<file path="config.mk">
export PLATFORM = sky130hd
export DESIGN_NAME = autoneg_partner_nextpage_gig_regs
export DESIGN_NICKNAME = d
export VERILOG_FILES = /design/src/pkg/autoneg_regs_pkg.sv /design/src/logic/autoneg_partner_nextpage_gig_regs.sv
export SDC_FILE = /design/constraint.sdc
export NUM_CORES = 1
export LEC_CHECK = 0
export ABC_AREA = 1
export BUFFER_PORTS_ARGS = -buffer_cell sky130_fd_sc_hd__buf_2
export CORE_UTILIZATION = 45
export CTS_CLUSTER_DIAMETER = 50
export CTS_CLUSTER_SIZE = 10
export DETAILED_ROUTE_END_ITERATION = 10
export PLACE_DENSITY = 0.74
export SKIP_LAST_GASP = 1
export SYNTH_ARGS = -nofsm -noshare
export SYNTH_HDL_FRONTEND = slang
export SYNTH_SLANG_ARGS = --single-unit
</file>
<file path="constraint.sdc">
create_clock -name aclk -period 1.39 [get_ports aclk]
set_input_delay 0.139 -clock aclk [delete_from_list [all_inputs] [get_ports aclk]]
set_output_delay 0.139 -clock aclk [all_outputs]
set_load 0.005 [all_outputs]
</file>
<file path="src/pkg/autoneg_regs_pkg.sv">
// constants for the autonegotiation, next-page and gigabit register group
package autoneg_regs_pkg;
   // register indices; byte address is four times the index
   localparam logic [5:0] IDX_LP_BASE = 6'h05;
   localparam logic [5:0] IDX_EXPAN = 6'h06;
   localparam logic [5:0] IDX_NP_TX = 6'h07;
   localparam logic [5:0] IDX_NP_RX = 6'h08;
   localparam logic [5:0] IDX_GIG_CTRL = 6'h09;
   localparam logic [5:0] IDX_GIG_STAT = 6'h0A;
   localparam int ADDR_W = 8;
   localparam int DATA_W = 32;
   // partner base page: bit 12 is reserved
   localparam logic [15:0] LP_BASE_MASK = 16'hEFFF;
   localparam logic [15:0] LP_BASE_RST = 16'h0000;
   localparam logic [15:0] NP_RX_RST = 16'h0000;
   // expansion field positions
   localparam int EXP_PD_FAULT = 4;
   localparam int EXP_LP_NP = 3;
   localparam int EXP_LOC_NP = 2;
   localparam int EXP_PAGE_RX = 1;
   localparam int EXP_LP_AN = 0;
   localparam logic EXP_LOC_NP_RST = 1'b1;
   // next-page transmit fields and reset values
   localparam int NPT_MORE = 15;
   localparam int NPT_MSG = 13;
   localparam int NPT_ACK2 = 12;
   localparam int NPT_TOGGLE = 11;
   localparam logic NPT_MSG_RST = 1'b1;
   localparam logic [10:0] NPT_CODE_RST = 11'h001;
   // gigabit control: test mode 15:13, manual 12, value 11, port 10, fdx 9, hdx 8
   localparam logic [15:0] GIG_CTRL_RST = 16'h0700;
   localparam logic [2:0] TM_NORMAL = 3'h0;
   localparam logic [2:0] TM_LAST = 3'h4;
   localparam int GC_MANUAL = 12;
   localparam int GC_VALUE = 11;
   localparam int GC_PORT = 10;
   localparam int GC_FDX = 9;
   localparam int GC_HDX = 8;
   // gigabit status
   localparam logic GS_MASTER_RST = 1'b1;
   localparam logic [7:0] IDLE_MAX = 8'hFF;
   // axi responses
   localparam logic [1:0] RESP_OKAY = 2'h0;
   localparam logic [1:0] RESP_SLVERR = 2'h2;
endpackage

</file>
<file path="src/logic/autoneg_partner_nextpage_gig_regs.sv">
// autonegotiation partner, next-page and 1000BASE-T register group behind AXI4-Lite
// Behaviour
// - partner base page read-only, resets zero
// - bits 11,10 partner asymmetric/symmetric pause
// - bits 9:5 partner T4, TX, 10T abilities
// - parallel fault latches high until read
// - page received flag, cleared by read
// - partner and local next-page support bits
// - bit 0 partner autonegotiation capable
// - writable next-page fields with reset values
// - toggle is inverse of last sent toggle
// - partner next-page receive word, read-only
// - test mode select, reserved codes 101-111
// - manual master/slave, value gated by enable
// - gigabit duplex advertisements reset one
// - master/slave fault latches high until read
// - resolved role captured at each resolution strobe, resets master
// - local and remote receiver status
// - partner gigabit abilities, bits 9:8 zero
//
// Local design decision: the AXI4-Lite register port.
`timescale 1ns/1ns
module autoneg_partner_nextpage_gig_regs
   import autoneg_regs_pkg::*;
(
   // clock and reset
   input wire logic aclk,
   input wire logic aresetn,
   // axi4-lite write address
   input wire logic awvalid,
   output logic awready,
   input wire logic [autoneg_regs_pkg::ADDR_W-1:0] awaddr,
   input wire logic [2:0] awprot,
   // axi4-lite write data
   input wire logic wvalid,
   output logic wready,
   input wire logic [autoneg_regs_pkg::DATA_W-1:0] wdata,
   input wire logic [3:0] wstrb,
   // axi4-lite write response
   output logic bvalid,
   input wire logic bready,
   output logic [1:0] bresp,
   // axi4-lite read address
   input wire logic arvalid,
   output logic arready,
   input wire logic [autoneg_regs_pkg::ADDR_W-1:0] araddr,
   input wire logic [2:0] arprot,
   // axi4-lite read data
   output logic rvalid,
   input wire logic rready,
   output logic [autoneg_regs_pkg::DATA_W-1:0] rdata,
   output logic [1:0] rresp,
   // partner pages from the negotiation logic
   input wire logic lp_base_strobe,
   input wire logic [15:0] lp_base_word,
   input wire logic lp_np_strobe,
   input wire logic [15:0] lp_np_word,
   input wire logic lp_an_able,
   input wire logic lp_np_able,
   input wire logic pd_fault_event,
   // transmitted link code word
   input wire logic lcw_sent,
   input wire logic lcw_sent_toggle,
   // gigabit pcs status
   input wire logic ms_fault_event,
   input wire logic ms_resolve_strobe,
   input wire logic ms_resolve_master,
   input wire logic local_rx_ok,
   input wire logic remote_rx_ok,
   input wire logic lp_gig_full_duplex,
   input wire logic lp_gig_half_duplex,
   input wire logic idle_error,
   // control toward the negotiation and gigabit logic
   output logic [15:0] np_tx_word,
   output logic [2:0] tx_test_mode,
   output logic ms_force_master,
   output logic ms_force_slave,
   output logic port_multi,
   output logic adv_gig_full_duplex,
   output logic adv_gig_half_duplex
);
   import autoneg_regs_pkg::*;

   logic aw_got_r;
   logic w_got_r;
   logic [ADDR_W-1:0] awaddr_r;
   logic [15:0] wdata_r;
   logic [1:0] wstrb_r;
   logic bvalid_r;
   logic [1:0] bresp_r;
   logic rvalid_r;
   logic [DATA_W-1:0] rdata_r;
   logic [1:0] rresp_r;
   logic [15:0] lp_base_r;
   logic [15:0] np_rx_r;
   logic pd_fault_r;
   logic page_rcvd_r;
   logic lp_an_able_r;
   logic lp_np_able_r;
   logic np_more_r;
   logic np_msg_r;
   logic np_ack2_r;
   logic np_toggle_r;
   logic [10:0] np_code_r;
   logic [15:0] gig_ctrl_r;
   logic ms_fault_r;
   logic ms_master_r;
   logic local_rx_r;
   logic remote_rx_r;
   logic lp_gfd_r;
   logic lp_ghd_r;
   logic [7:0] idle_cnt_r;

   logic aw_hs;
   logic w_hs;
   logic ar_hs;
   logic wr_fire;
   logic [5:0] wr_idx;
   logic [5:0] ar_idx;
   logic [15:0] wr_data;
   logic [1:0] wr_strb;
   logic rd_clr_exp;
   logic rd_clr_gig;
   logic [15:0] exp_word;
   logic [15:0] np_tx_rd;
   logic [15:0] gig_stat_word;
   logic [15:0] rd_word;
   logic rd_hit;
   logic wr_hit;

   // byte-lane merge for the low two lanes; upper lanes hold nothing
   function automatic logic [15:0] merge16(input logic [15:0] old, input logic [15:0] nw, input logic [1:0] st);
      merge16 = {st[1] ? nw[15:8] : old[15:8], st[0] ? nw[7:0] : old[7:0]};
   endfunction

   // ---------------- write channel ----------------
   // address and data are latched independently so they may arrive in either order
   assign awready = ~aw_got_r & ~bvalid_r;
   assign wready = ~w_got_r & ~bvalid_r;
   assign aw_hs = awvalid & awready;
   assign w_hs = wvalid & wready;
   assign wr_fire = (aw_got_r | aw_hs) & (w_got_r | w_hs);
   assign wr_idx = aw_got_r ? awaddr_r[7:2] : awaddr[7:2];
   assign wr_data = w_got_r ? wdata_r : wdata[15:0];
   assign wr_strb = w_got_r ? wstrb_r : wstrb[1:0];
   assign wr_hit = (wr_idx >= IDX_LP_BASE) && (wr_idx <= IDX_GIG_STAT);

   always_ff @(posedge aclk) begin
      if (!aresetn) begin
         aw_got_r <= 1'b0;
         w_got_r <= 1'b0;
         awaddr_r <= '0;
         wdata_r <= 16'h0000;
         wstrb_r <= 2'h0;
      end else begin
         if (wr_fire) begin
            aw_got_r <= 1'b0;
            w_got_r <= 1'b0;
         end else begin
            if (aw_hs) begin
               aw_got_r <= 1'b1;
               awaddr_r <= awaddr;
            end
            if (w_hs) begin
               w_got_r <= 1'b1;
               wdata_r <= wdata[15:0];
               wstrb_r <= wstrb[1:0];
            end
         end
      end
   end

   always_ff @(posedge aclk) begin
      if (!aresetn) begin
         bvalid_r <= 1'b0;
         bresp_r <= RESP_OKAY;
      end else if (wr_fire) begin
         bvalid_r <= 1'b1;
         bresp_r <= wr_hit ? RESP_OKAY : RESP_SLVERR;
      end else if (bready) begin
         bvalid_r <= 1'b0;
      end
   end

   assign bvalid = bvalid_r;
   assign bresp = bresp_r;

   // ---------------- read channel ----------------
   // one read in flight; a read of a latched register clears it in the same edge the data is captured
   assign arready = ~rvalid_r;
   assign ar_hs = arvalid & arready;
   assign ar_idx = araddr[7:2];
   assign rd_clr_exp = ar_hs && (ar_idx == IDX_EXPAN);
   assign rd_clr_gig = ar_hs && (ar_idx == IDX_GIG_STAT);

   assign exp_word = {11'h000, pd_fault_r, lp_np_able_r, EXP_LOC_NP_RST, page_rcvd_r, lp_an_able_r};
   assign np_tx_rd = {np_more_r, 1'b0, np_msg_r, np_ack2_r, np_toggle_r, np_code_r};
   assign gig_stat_word = {ms_fault_r, ms_master_r, local_rx_r, remote_rx_r,
                           lp_gfd_r, lp_ghd_r, 2'b00, idle_cnt_r};

   always_comb begin
      rd_word = 16'h0000;
      rd_hit = 1'b1;
      unique case (ar_idx)
         IDX_LP_BASE: rd_word = lp_base_r;
         IDX_EXPAN: rd_word = exp_word;
         IDX_NP_TX: rd_word = np_tx_rd;
         IDX_NP_RX: rd_word = np_rx_r;
         IDX_GIG_CTRL: rd_word = gig_ctrl_r;
         IDX_GIG_STAT: rd_word = gig_stat_word;
         default: rd_hit = 1'b0;
      endcase
   end

   always_ff @(posedge aclk) begin
      if (!aresetn) begin
         rvalid_r <= 1'b0;
         rdata_r <= '0;
         rresp_r <= RESP_OKAY;
      end else if (ar_hs) begin
         rvalid_r <= 1'b1;
         rdata_r <= {16'h0000, rd_word};
         rresp_r <= rd_hit ? RESP_OKAY : RESP_SLVERR;
      end else if (rready) begin
         rvalid_r <= 1'b0;
      end
   end

   assign rvalid = rvalid_r;
   assign rdata = rdata_r;
   assign rresp = rresp_r;

   // ---------------- partner pages ----------------
   always_ff @(posedge aclk) begin
      if (!aresetn) begin
         lp_base_r <= LP_BASE_RST;
      end else if (lp_base_strobe) begin
         lp_base_r <= lp_base_word & LP_BASE_MASK;
      end
   end

   always_ff @(posedge aclk) begin
      if (!aresetn) begin
         np_rx_r <= NP_RX_RST;
      end else if (lp_np_strobe) begin
         np_rx_r <= lp_np_word;
      end
   end

   // a new page of either kind raises the flag; an arriving page beats a clearing read
   always_ff @(posedge aclk) begin
      if (!aresetn) begin
         page_rcvd_r <= 1'b0;
      end else if (lp_base_strobe | lp_np_strobe) begin
         page_rcvd_r <= 1'b1;
      end else if (rd_clr_exp) begin
         page_rcvd_r <= 1'b0;
      end
   end

   always_ff @(posedge aclk) begin
      if (!aresetn) begin
         pd_fault_r <= 1'b0;
      end else if (pd_fault_event) begin
         pd_fault_r <= 1'b1;
      end else if (rd_clr_exp) begin
         pd_fault_r <= 1'b0;
      end
   end

   always_ff @(posedge aclk) begin
      if (!aresetn) begin
         lp_an_able_r <= 1'b0;
         lp_np_able_r <= 1'b0;
      end else begin
         lp_an_able_r <= lp_an_able;
         lp_np_able_r <= lp_np_able;
      end
   end

   // ---------------- next-page transmit ----------------
   always_ff @(posedge aclk) begin
      if (!aresetn) begin
         np_more_r <= 1'b0;
         np_msg_r <= NPT_MSG_RST;
         np_ack2_r <= 1'b0;
         np_code_r <= NPT_CODE_RST;
      end else if (wr_fire && wr_idx == IDX_NP_TX) begin
         if (wr_strb[1]) begin
            np_more_r <= wr_data[NPT_MORE];
            np_msg_r <= wr_data[NPT_MSG];
            np_ack2_r <= wr_data[NPT_ACK2];
         end
         np_code_r <= {wr_strb[1] ? wr_data[10:8] : np_code_r[10:8], wr_strb[0] ? wr_data[7:0] : np_code_r[7:0]};
      end
   end

   // the toggle follows the link, never software
   always_ff @(posedge aclk) begin
      if (!aresetn) begin
         np_toggle_r <= 1'b0;
      end else if (lcw_sent) begin
         np_toggle_r <= ~lcw_sent_toggle;
      end
   end

   assign np_tx_word = np_tx_rd;

   // ---------------- gigabit control ----------------
   always_ff @(posedge aclk) begin
      if (!aresetn) begin
         gig_ctrl_r <= GIG_CTRL_RST;
      end else if (wr_fire && wr_idx == IDX_GIG_CTRL) begin
         gig_ctrl_r <= merge16(gig_ctrl_r, wr_data, wr_strb);
      end
   end

   // reserved test codes read back as written but drive the transmitter as normal;
   // media sense must already be off before software picks a test code
   assign tx_test_mode = (gig_ctrl_r[15:13] > TM_LAST) ? TM_NORMAL : gig_ctrl_r[15:13];
   assign ms_force_master = gig_ctrl_r[GC_MANUAL] & gig_ctrl_r[GC_VALUE];
   assign ms_force_slave = gig_ctrl_r[GC_MANUAL] & ~gig_ctrl_r[GC_VALUE];
   assign port_multi = gig_ctrl_r[GC_PORT];
   assign adv_gig_full_duplex = gig_ctrl_r[GC_FDX];
   assign adv_gig_half_duplex = gig_ctrl_r[GC_HDX];

   // ---------------- gigabit status ----------------
   always_ff @(posedge aclk) begin
      if (!aresetn) begin
         ms_fault_r <= 1'b0;
      end else if (ms_fault_event) begin
         ms_fault_r <= 1'b1;
      end else if (rd_clr_gig) begin
         ms_fault_r <= 1'b0;
      end
   end

   // the role is taken only at resolution, so later timing swaps leave it alone
   always_ff @(posedge aclk) begin
      if (!aresetn) begin
         ms_master_r <= GS_MASTER_RST;
      end else if (ms_resolve_strobe) begin
         ms_master_r <= ms_resolve_master;
      end
   end

   always_ff @(posedge aclk) begin
      if (!aresetn) begin
         local_rx_r <= 1'b0;
         remote_rx_r <= 1'b0;
         lp_gfd_r <= 1'b0;
         lp_ghd_r <= 1'b0;
      end else begin
         local_rx_r <= local_rx_ok;
         remote_rx_r <= remote_rx_ok;
         lp_gfd_r <= lp_gig_full_duplex;
         lp_ghd_r <= lp_gig_half_duplex;
      end
   end

   // an error in the clearing cycle restarts the count at one rather than being lost
   always_ff @(posedge aclk) begin
      if (!aresetn) begin
         idle_cnt_r <= 8'h00;
      end else if (rd_clr_gig) begin
         idle_cnt_r <= idle_error ? 8'h01 : 8'h00;
      end else if (idle_error && idle_cnt_r != IDLE_MAX) begin
         idle_cnt_r <= idle_cnt_r + 8'h01;
      end
   end
endmodule

</file>
==> out/results.ini <==
[detailed_routing]
wl_per_cell_um=15.1
dr.pass1.iters=5
drt_iter0_markers=508
drc=0
via_per_inst=5.17
vias=6648
routed_wl_um=19400
ant_nets=0

[sta]
fin_crit_sh=1.08
period_needed_ns=1.50
finalSetupTns_ns=-2.22
rsz0062_at_grt=true
fmax_mhz=668
hold_violations=0
slew_viol_final=0
fin_skew_ns=0.00848
finalSetupViolations=41
worst_slack_ns=-0.107

[placed_design]
gp_congestion=0.893
pre_cts_slack_ns=-0.292
placedCellCount=1180
dp_hpwl_um=12600
numPortBuffers=128

[synthesis]
synthTopCellsByArea=dfxtp_1 41%, nand2_1 9.0%, nor2_1 7.7%, o21ai_0 7.4%, inv_1 5.6%
ys_ff_latch=126
yosys.area_share.simple=0.300
netlist_area_um2=6120
yosys_warnings=0
yosys.cell_types.count=41
synth_area_per_cell_um2=7.06
async_flop_share=0
yosysTopAreaCell=dfxtp_1
ys.flop_type=dfxtp_1
synth_compound_area_frac=0.147
synthMuxAreaShare=0.0110
synth-edff-count=0
syn_inst=867
synthAdderAreaFrac=0.00204
synth_top_cell_area_share=0.412
seq_area_frac_synth=0.412
synth-xor-area-share=0
synth_top_family_by_area=simple AND/OR/NAND/NOR gates

[global_routing]
grt_max_degree=46
grt_usage=0.267
antenna_found_initial=0
first_global_vias=6076
grt_overflow=0
grt_pass1_wl_um=29600

[min_path]
min_path_cells=3
holdCritStartpoint=awaddr[4]
min_path_type=input pin to register
whs_endpoint=awaddr_r[4]

[run]
drv_cap=0

[clock_network]
clk_path_buf_depth=2
clk_pin_slew_ns=0.05
cts_tree=done
h-tree-depth=4
cts.sinks=126
cts_made_buffers=17
ctsRootBufferMaster=clkbuf_16
clkLatencyLatePin_ns=0.42

[critical_path]
cpPeakStageDelay_ns=0.42
crit_top_cell=nand2_4
crit_chain=buf_6, nand2_4, nand2_4, nand2_4, nor2_4, buf_6, nand3_4, nand2_1, o211ai_1
rrSetupSlack_ns=-0.11
path_buf_inv=2
crit_arrival_ns=1.79
worst_setup_path_end_kind=register
rr_worst_depth=9
worst-setup-path-type=register to register
critPathRequiredTime_ns=1.69
slowest_stage=dfxtp_4
r2r_start=aw_got_r
cpLargestDelayFamily=simple AND/OR/NAND/NOR gates
r2r-end=np_msg_r
cp-start-kind=register
cp_max_fo=7

[power]
max-vdd-ir-drop_uv=1160
power.density_nw_per_um2=1190
leakage_nw=4.09

[finish]
nFillCells=1084
diodes=0
final_common_cell=buf_2
final_cells=1285
nNetsFinal=1209
drive_gt1_frac=0.299
seqCellArea_um2=2530
multiInputGateArea_um2=3190
syn_to_final_growth_pct=44.5
layout_common_cells=128 x buf_2, 125 x nand2_1, 120 x nor2_1, 120 x dfxtp_1, 88 x inv_1

[die]
dieArea_um2=14100
rows=42
initial_core_util=0.462
fp.dieH_um=119
die_w_um=119
num_io_pins=177
core_area_um2=13200

[outcome]
status=finished with violations
violations=negative setup slack

## where the power goes
part | internal [W] | switching [W]
registers | 0.00384 | 0.000130
logic | 0.000939 | 0.00108
clock network | 0.00291 | 0.00161
total | 0.00769 | 0.00282
## logic make-up after synthesis
| group | after synthesis |
|---|---|
| compound gates | 171 |
| fa+ha+maj | 1 |
| buf+inv | 163 |
| flops | 126 |
| mux | 6 |
| other cells | 1 |
| simple gates | 399 |
## cell type report
type / count / share of cell area
Multi-Input combinational cell: 599 / 0.360
Clock inverter: 10 / 0.0156
Tap cell: 176 / 0.0249
Inverter: 98 / 0.0430
Timing Repair Buffer: 254 / 0.217
Sequential cell: 126 / 0.287
Clock buffer: 22 / 0.0525
## metrics by stage
| stage | utilization | total power, W | hold slack (ns) | instance area [um^2] |
|---|---|---|---|---|
| after global placement | 0.544 | 0.00551 | 0.324 | 7200 |
| final | 0.668 | 0.0105 | 0.00805 | 8850 |
| after detailed placement | 0.544 | 0.00554 | 0.323 | 7200 |
| after global routing | 0.668 | 0.0109 | 0.0163 | 8850 |
| after floorplan | - | 0.00497 | 0.229 | 6210 |
| after CTS | 0.643 | 0.0103 | 0.00158 | 8510 |
## layer usage
| metal | global-route usage | vias up | wire, um |
|---|---|---|---|
| met3 | 0.0579 | 40 | 1540 |
| li1 | - | 3247 | - |
| met4 | 0.0989 | 0 | 417 |
| met5 | 0 | - | 0 |
| met2 | 0.442 | 317 | 9310 |
| met1 | 0.338 | 3044 | 8120 |
## cells in the mapped netlist (4+ instances only)
master and n:
buf_4 26, mux2_2 6, nor2_1 125, nand3_1 65, nand4_1 33, buf_6 6, o22ai_1 4, nor2_4 5
nor2_2 4, clkbuf_1 20, inv_2 4, o21ai_1 6, dfxtp_1 126, nand2_2 9, o21ai_0 90, buf_2 10
inv_1 91, nand2_1 147, a21oi_1 61
## registers in the layout, indices dropped and copies added, names as in the netlist, 2 cells and up
signal,flops
rdata,16
idle_cnt_r,8
awaddr_r,6
gig_ctrl_r,16
wstrb_r,2
np_rx_r,16
np_code_r,11
lp_base_r,15
wdata_r,16
## worst min-delay path, stage by stage
cell    delay (ns)
buf_2         0.10
nor2_1        0.05
nor2_1        0.10
## what timing repair did
action	CTS	global route
pin swaps	17	30
endpoints found under the setup margin	56	55
gates resized for setup	20	69
cloned	4	2
buffers inserted	15	6
hold endpoints to repair	44	0
hold buffers	46	0
## worst max-delay path by stage
stage,startpoint,to,slack [ns],cells after the start
floorplan,idle_cnt_r[1],idle_cnt_r[5],0.004,10
global placement,aw_got_r,gig_ctrl_r[0],-0.20,10
detailed placement,aw_got_r,np_code_r[0],-0.29,7
CTS,aw_got_r,gig_ctrl_r[1],-0.06,10
global route,aw_got_r,np_more_r,-0.17,9
finish,aw_got_r,np_msg_r,-0.11,9
(Power assumes the default switching activity.)
